===== config.mk =====
export PLATFORM = sky130hd
export DESIGN_NAME = drf_ctrl
export DESIGN_NICKNAME = d
export VERILOG_FILES = /design/src/pkg/drf_pkg.sv /design/src/design/drf_ctrl.sv
export VERILOG_INCLUDE_DIRS = /design/src /design/src/pkg
export SDC_FILE = /design/constraint.sdc
export NUM_CORES = 1
export LEC_CHECK = 0
export BUFFER_PORTS_ARGS = -buffer_cell sky130_fd_sc_hd__buf_2
export CORE_MARGIN = 2
export CORE_UTILIZATION = 41
export DETAILED_ROUTE_END_ITERATION = 16
export PLACE_DENSITY = 0.72
export SETUP_SLACK_MARGIN = 0.3
export SLEW_MARGIN = 15
export SYNTH_ARGS = -nofsm -noshare
export SYNTH_HDL_FRONTEND = slang
export SYNTH_SLANG_ARGS = --single-unit

===== constraint.sdc =====
create_clock -name clock -period 4.9 [get_ports clock]
set_input_delay 0.735 -clock clock [delete_from_list [all_inputs] [get_ports clock]]
set_output_delay 0.735 -clock clock [all_outputs]
set_load 0.005 [all_outputs]

===== src/pkg/drf_regs.svh =====
// timing counts and field positions for the refresh and self-refresh control
// Operation
// - A12 on read/write picks burst: low chop four, high eight; never a column bit.
// - data setup/hold violation on a write corrupts only that write's location.
// - strobe or strobe-to-clock violation corrupts only that location; no hang.
// - refresh decoded when select, row and column strobe low, write enable high.
// - refresh rows come from an internal counter; address and bank inputs ignored.
// - finished refresh leaves every bank precharged and idle.
// - self-refresh entry is refresh pattern with clock enable low; banks idle.
// - loop enabled is switched off on entry, re-enabled with reset on exit; here only when dll_off_mode is low.
// - in self-refresh only clock enable and reset matter; internal clock gated.
// - one internal refresh within the pulse time, then built-in timer sustains.
`ifndef DRF_REGS_SVH
`define DRF_REGS_SVH
// ********************************************
// timing
// ********************************************
`define DRF_CLK_PS      4000
`define DRF_T_RFC_NS    160
`define DRF_T_CKE_NS    5
`define DRF_T_REFI_NS   7800
`define DRF_T_CCD_CK    4
`define DRF_RFC_CYC     ((`DRF_T_RFC_NS * 1000 + `DRF_CLK_PS - 1) / `DRF_CLK_PS)
`define DRF_CKE_CYC     ((`DRF_T_CKE_NS * 1000 + `DRF_CLK_PS - 1) / `DRF_CLK_PS)
`define DRF_REFI_CYC    ((`DRF_T_REFI_NS * 1000) / `DRF_CLK_PS)
// ********************************************
// fields
// ********************************************
`define DRF_BL_BIT      12
`endif


===== src/pkg/drf_pkg.sv =====
// types for the refresh and self-refresh control
package drf_pkg;
  typedef struct packed {
    logic        cke;
    logic        cs_n;
    logic        ras_n;
    logic        cas_n;
    logic        we_n;
    logic [2:0]  ba;
    logic [14:0] addr;
  } drf_cmd_type;

  typedef enum logic [2:0] {
    OP_NOP, OP_REF, OP_RD, OP_WR, OP_ACT, OP_PRE, OP_OTHER
  } drf_op_type;

  typedef enum {ST_NORM, ST_SREF} drf_state_type;

  function automatic drf_op_type drf_decode(input drf_cmd_type c);
    drf_op_type op;
    op = OP_OTHER;
    if (c.cs_n)
      op = OP_NOP;
    else
      case ({c.ras_n, c.cas_n, c.we_n})
        3'b111: op = OP_NOP;
        3'b001: op = OP_REF;
        3'b101: op = OP_RD;
        3'b100: op = OP_WR;
        3'b011: op = OP_ACT;
        3'b010: op = OP_PRE;
        default: op = OP_OTHER;
      endcase
    return op;
  endfunction
endpackage


===== src/design/drf_ctrl.sv =====
// refresh, self-refresh, burst select and write-violation containment
`timescale 1ns/1ps
`include "drf_regs.svh"
module drf_ctrl
  import drf_pkg::*;
#(
  parameter int ROW_W  = 15,
  parameter int RFC_CYC = `DRF_RFC_CYC,
  parameter int CKE_CYC = `DRF_CKE_CYC,
  parameter int SR_CYC  = `DRF_REFI_CYC
) (
  input  wire logic              clock,           // 250 MHz core clock
  input  wire logic              rst,             // async reset, active high
  input  wire drf_cmd_type       cmd,             // command bus sample
  input  wire logic              dll_off_mode,    // mode bit A0
  input  wire logic              wr_viol,         // strobe timing fault in write
  output logic                   burst_valid_r,   // read/write accepted pulse
  output logic                   burst8_r,        // 1 = eight beats, 0 = chop
  output logic                   burst_wr_r,      // accepted command is write
  output logic [14:0]            col_addr_r,      // column, bit 12 zeroed
  output logic [ROW_W-1:0]       ref_row_r,       // internal refresh row
  output logic                   ref_strobe_r,    // one row refresh pulse
  output logic                   ref_busy,        // refresh cycle running
  output logic [7:0]             bank_open_r,     // open bank map
  output logic                   in_sref,         // self-refresh state
  output logic                   iclk_en_r,       // internal clock gate
  output logic                   dll_en_r,        // loop enabled
  output logic                   dll_rst_r,       // loop reset pulse
  output logic                   corrupt_valid_r, // location may be corrupt
  output logic [17:0]            corrupt_loc_r    // bank and column
);
  // ********************************************
  // decode
  // ********************************************
  drf_state_type   state_r;
  drf_op_type      op;
  logic            cke_prev_r;
  logic            act_cmd;
  logic            sre;
  logic            ref_go;
  logic            sr_tick;
  logic            sr_exit;
  logic [15:0]     rfc_cnt_r;
  logic [15:0]     sr_cnt_r;
  logic [15:0]     stay_cnt_r;
  logic [17:0]     wr_loc_r;

  assign op      = drf_decode(cmd);
  assign in_sref = (state_r == ST_SREF);
  assign act_cmd = (state_r == ST_NORM) && cke_prev_r && cmd.cke;
  assign sre     = (state_r == ST_NORM) && cke_prev_r && !cmd.cke && (op == OP_REF);
  assign sr_tick = in_sref && (sr_cnt_r == 16'h0000);
  assign sr_exit = in_sref && cmd.cke && (stay_cnt_r >= 16'(CKE_CYC));
  assign ref_go  = (act_cmd && op == OP_REF) || sre || sr_tick;
  assign ref_busy = (rfc_cnt_r != 16'h0000);

  always_ff @(posedge clock or posedge rst) begin
    if (rst)
      cke_prev_r <= 1'b0;
    else
      cke_prev_r <= cmd.cke;
  end

  // ********************************************
  // state
  // ********************************************
  always_ff @(posedge clock or posedge rst) begin
    if (rst) begin
      state_r <= ST_NORM;
    end else begin
      case (state_r)
        ST_NORM: if (sre) state_r <= ST_SREF;
        ST_SREF: if (sr_exit) state_r <= ST_NORM;
        default: state_r <= ST_NORM;
      endcase
    end
  end

  always_ff @(posedge clock or posedge rst) begin
    if (rst)
      iclk_en_r <= 1'b1;
    else if (sre)
      iclk_en_r <= 1'b0;
    else if (sr_exit)
      iclk_en_r <= 1'b1;
  end

  // loop off on entry, on with reset at exit only when dll_off_mode is low
  always_ff @(posedge clock or posedge rst) begin
    if (rst) begin
      dll_en_r  <= 1'b1;
      dll_rst_r <= 1'b0;
    end else begin
      dll_rst_r <= sr_exit && !dll_off_mode;
      if (sre)
        dll_en_r <= 1'b0;
      else if (sr_exit)
        dll_en_r <= !dll_off_mode;
    end
  end

  // ********************************************
  // refresh
  // ********************************************
  // internal row counter
  always_ff @(posedge clock or posedge rst) begin
    if (rst) begin
      ref_row_r    <= '0;
      ref_strobe_r <= 1'b0;
    end else begin
      ref_strobe_r <= ref_go;
      if (ref_go)
        ref_row_r <= ref_row_r + 1'b1;
    end
  end

  always_ff @(posedge clock or posedge rst) begin
    if (rst)
      rfc_cnt_r <= 16'h0000;
    else if (ref_go)
      rfc_cnt_r <= 16'(RFC_CYC);
    else if (ref_busy)
      rfc_cnt_r <= rfc_cnt_r - 16'h0001;
  end

  always_ff @(posedge clock or posedge rst) begin
    if (rst) begin
      sr_cnt_r   <= 16'h0000;
      stay_cnt_r <= 16'h0000;
    end else if (sre) begin
      sr_cnt_r   <= 16'(SR_CYC - 1);
      stay_cnt_r <= 16'h0000;
    end else if (in_sref) begin
      sr_cnt_r <= sr_tick ? 16'(SR_CYC - 1) : sr_cnt_r - 16'h0001;
      if (stay_cnt_r != 16'hFFFF)
        stay_cnt_r <= stay_cnt_r + 16'h0001;
    end
  end

  always_ff @(posedge clock or posedge rst) begin
    if (rst)
      bank_open_r <= 8'h00;
    else if (ref_go)
      bank_open_r <= 8'h00;
    else if (act_cmd && op == OP_ACT)
      bank_open_r[cmd.ba] <= 1'b1;
    else if (act_cmd && op == OP_PRE) begin
      if (cmd.addr[10])
        bank_open_r <= 8'h00;
      else
        bank_open_r[cmd.ba] <= 1'b0;
    end
  end

  // ********************************************
  // burst select
  // ********************************************
  // bit 12 picks length
  always_ff @(posedge clock or posedge rst) begin
    if (rst) begin
      burst_valid_r <= 1'b0;
      burst8_r      <= 1'b1;
      burst_wr_r    <= 1'b0;
      col_addr_r    <= 15'h0000;
      wr_loc_r      <= 18'h0_0000;
    end else begin
      burst_valid_r <= act_cmd && (op == OP_RD || op == OP_WR);
      if (act_cmd && (op == OP_RD || op == OP_WR)) begin
        burst8_r   <= cmd.addr[`DRF_BL_BIT];
        burst_wr_r <= (op == OP_WR);
        col_addr_r <= cmd.addr & ~(15'h0001 << `DRF_BL_BIT);
        if (op == OP_WR)
          wr_loc_r <= {cmd.ba, cmd.addr & ~(15'h0001 << `DRF_BL_BIT)};
      end
    end
  end

  // ********************************************
  // write violation
  // ********************************************
  // flag only the written location
  always_ff @(posedge clock or posedge rst) begin
    if (rst) begin
      corrupt_valid_r <= 1'b0;
      corrupt_loc_r   <= 18'h0_0000;
    end else begin
      corrupt_valid_r <= wr_viol;
      if (wr_viol)
        corrupt_loc_r <= wr_loc_r;
    end
  end
endmodule


==> run summary <==
FMAX -> 331 MHz
Placed Area -> 6540 um^2
die height -> 124 um
GRT Util Overall -> 17.7%
Vias -> 4427
First-pass DRT Iterations -> 4
crit-path max cell delay -> 0.65 ns
reg-to-reg endpoint -> wr_loc_r[6]
Syn. warnings -> 0
Worst slew margin -> 26.6%
Fillers -> 1238
Clock Skew -> 0.00641 ns
crit end category -> primary output
DP HPWL -> 8930 um
port bufs -> 90
top post-synthesis cells by count -> dfrtp_1, nand2_1, nor2_1
Crit Path Max Fanout -> 5
maximum vdd ir drop -> 0.348 mV
register area share after synthesis -> 54.4%
latest clock arrival within the worst-skew pair -> 0.42 ns
cells after synthesis -> 555
cell area power density -> 520 nW/um^2
CTS tree -> yes
Final ANT Viol Nets -> 0
worst reg-to-reg setup slack -> 2.20 ns
WS Path Type -> flip-flop to primary output
layout cells sized above 1 -> 27.1%
Slowest cell on crit path -> or4_1
top-count cell post-synth -> dfrtp_1
CTS root buf -> clkbuf_16
critical path startpoint category -> flip-flop
WL per Instance -> 15.4 um
CP required -> 4.16 ns
reg2reg path depth -> 4
number of diodes -> 0
antenna violations before repair -> 1
ys async rst share -> 100%
RePlAce Congestion -> 0.830
setup TNS -> 0 ns
gr ovfl total -> 0
largest net degree at the start of global routing -> 50
Area Growth Syn to Fin -> 20.1%
fin crit period -> 3.02 ns
crit path buf inv count -> 1
WL final -> 12900 um
mean post-synth cell area -> 10.7 um^2
met2 wire len -> 6510 um
Sinks on Clock Net -> 129
setup bufs post-CTS -> 0
cell row count -> 43
num ports -> 93
Slew Viols, Final -> 0
DRC viols -> 0
core footprint -> 14000 um^2
post-route cell area -> 7130 um^2
CTS resizes -> 0
Clock transition at path regs -> 0.06 ns
HP Class -> primary input to async pin
Critical R2R Launch -> state_r[0]
first-pass GRT wire length -> 22500 um
post-synth cell types -> 58
Starting Density -> 42.4%
vias per cell -> 5.28
Synth area leader -> dfrtp_1
largest buffer count on any clock path -> 2
synth top area cells -> dfrtp_1, mux2_2, xnor2_1
Seq cells post-synth -> 129
leakage power -> 0.00325 uW
Synth top area share -> 53.1%
top sig layer -> met5
dominant synthesized flop cell -> dfrtp_1
synthesized cell area -> 5940 um^2
status -> finished, final reports clean
Final setup violation count -> 0
CP delay by family, top -> simple AND/OR/NAND/NOR gates
CP cell instances -> or4_1 > nor2b_1 > nand3_1 > buf_2
Max Cap Viol -> 0
CTS HTree Levels -> 4
vias in the first global route -> 4580
Hold Buf Count CTS -> 0
period utilization -> 61.6%
Slew @ Worst Pin -> 1.10 ns
RSZ-0062 raised after global routing -> false
DR iter-0 viols -> 263
die footprint -> 15500 um^2
nets -> 678
metal3 WL -> 529 um
final hold violation count -> 0
Arr. time, crit path -> 2.29 ns
total CTS buffers -> 17
die width -> 124 um
Post-synth EDFFs -> 0
Metal-1 WL -> 5730 um
cell families (layout without fill, tap and decap cells):
| group | count (synthesis) | after routing | synth area share [%] |
|---|---|---|---|
| AOI/OAI and AO/OA | 57 | 57 | 6.03 |
| xor gates and xnor gates | 44 | 44 | 6.49 |
| adders and majority gates | 5 | 5 | 1.05 |
| buffers and inverters | 36 | 138 | 2.66 |
| DFF | 129 | 129 | 54.4 |
| muxes | 40 | 40 | 7.50 |
| other | 1 | 2 | 0.0632 |
| and+or+nand+nor | 243 | 243 | 21.8 |
stage by stage:
stage / power (uW) / hold slack [ns] / instances / utilization, % / setup WS (ns)
final: 3710 / 0.398 / 838 / 51.0 / 1.88
after global routing: 3950 / 0.447 / 838 / 51.0 / 1.72
after CTS: 3740 / 0.413 / 838 / 51.0 / 1.88
after detailed placement: 2450 / 0.456 / 807 / 46.7 / 2.03
after global placement: 2410 / 0.454 / 807 / 46.7 / 2.14
after floorplan: 2150 / 0.448 / 556 / - / 0.729
registers in the layout (all words and copies together) (netlist names), 8 cells and up:
name	count
bank_open_r	8
stay_cnt_r	16
col_addr_r	14
ref_row_r	15
rfc_cnt_r	16
corrupt_loc_r	17
sr_cnt_r	16
wr_loc_r	17
layout by cell type (no fill, tap or decap), types with 5 or more instances in the layout:
cell	netlist	routed
a31oi_1	6	6
nand3_1	18	18
nor3b_1	5	5
and3_1	6	6
nor3_1	26	26
inv_1	14	13
dfrtp_1	126	126
xnor2_1	31	31
buf_2	3	90
nand2_1	71	71
nor2_1	53	53
nor4_1	13	13
clkbuf_16	0	17
xor2_1	13	13
ha_1	5	5
o21ai_0	15	15
mux2_2	36	36
a21oi_1	18	18
and4_1	6	6
a211oi_1	5	5
nand4_1	11	11
metal layers:
layer,vias to the layer above,track usage [%]
li1,2125,-
met1,2204,22.6
met2,82,29.0
met3,14,5.15
met4,2,5.88
met5,-,0
layout make-up:
type	instances	area, um^2	share of cell area (%)
Sequential cell	129	3230	45.3
Multi-Input combinational cell	391	2550	35.8
Timing Repair Buffer	93	473	6.63
Clock buffer	18	429	6.02
Tap cell	180	225	3.16
Clock inverter	13	163	2.28
Inverter	14	55.1	0.772
worst max-delay path by stage:
stage	from	to	cells past startpoint
6_report	rfc_cnt_r[4]	ref_busy	4
2_1_floorplan	rst	bank_open_r[0]	1
3_3_place_gp	cmd[21]	wr_loc_r[1]	5
5_1_grt	rfc_cnt_r[4]	ref_busy	4
3_5_place_dp	cmd[21]	wr_loc_r[11]	5
4_1_cts	rfc_cnt_r[4]	ref_busy	4
power breakdown:
group | switching, uW | total, uW | internal, uW
registers | 287 | 1640 | 1350
logic | 421 | 802 | 381
clock network | 465 | 1260 | 797
total | 1170 | 3710 | 2530
No activity file was read; power rests on OpenSTA's default activity.
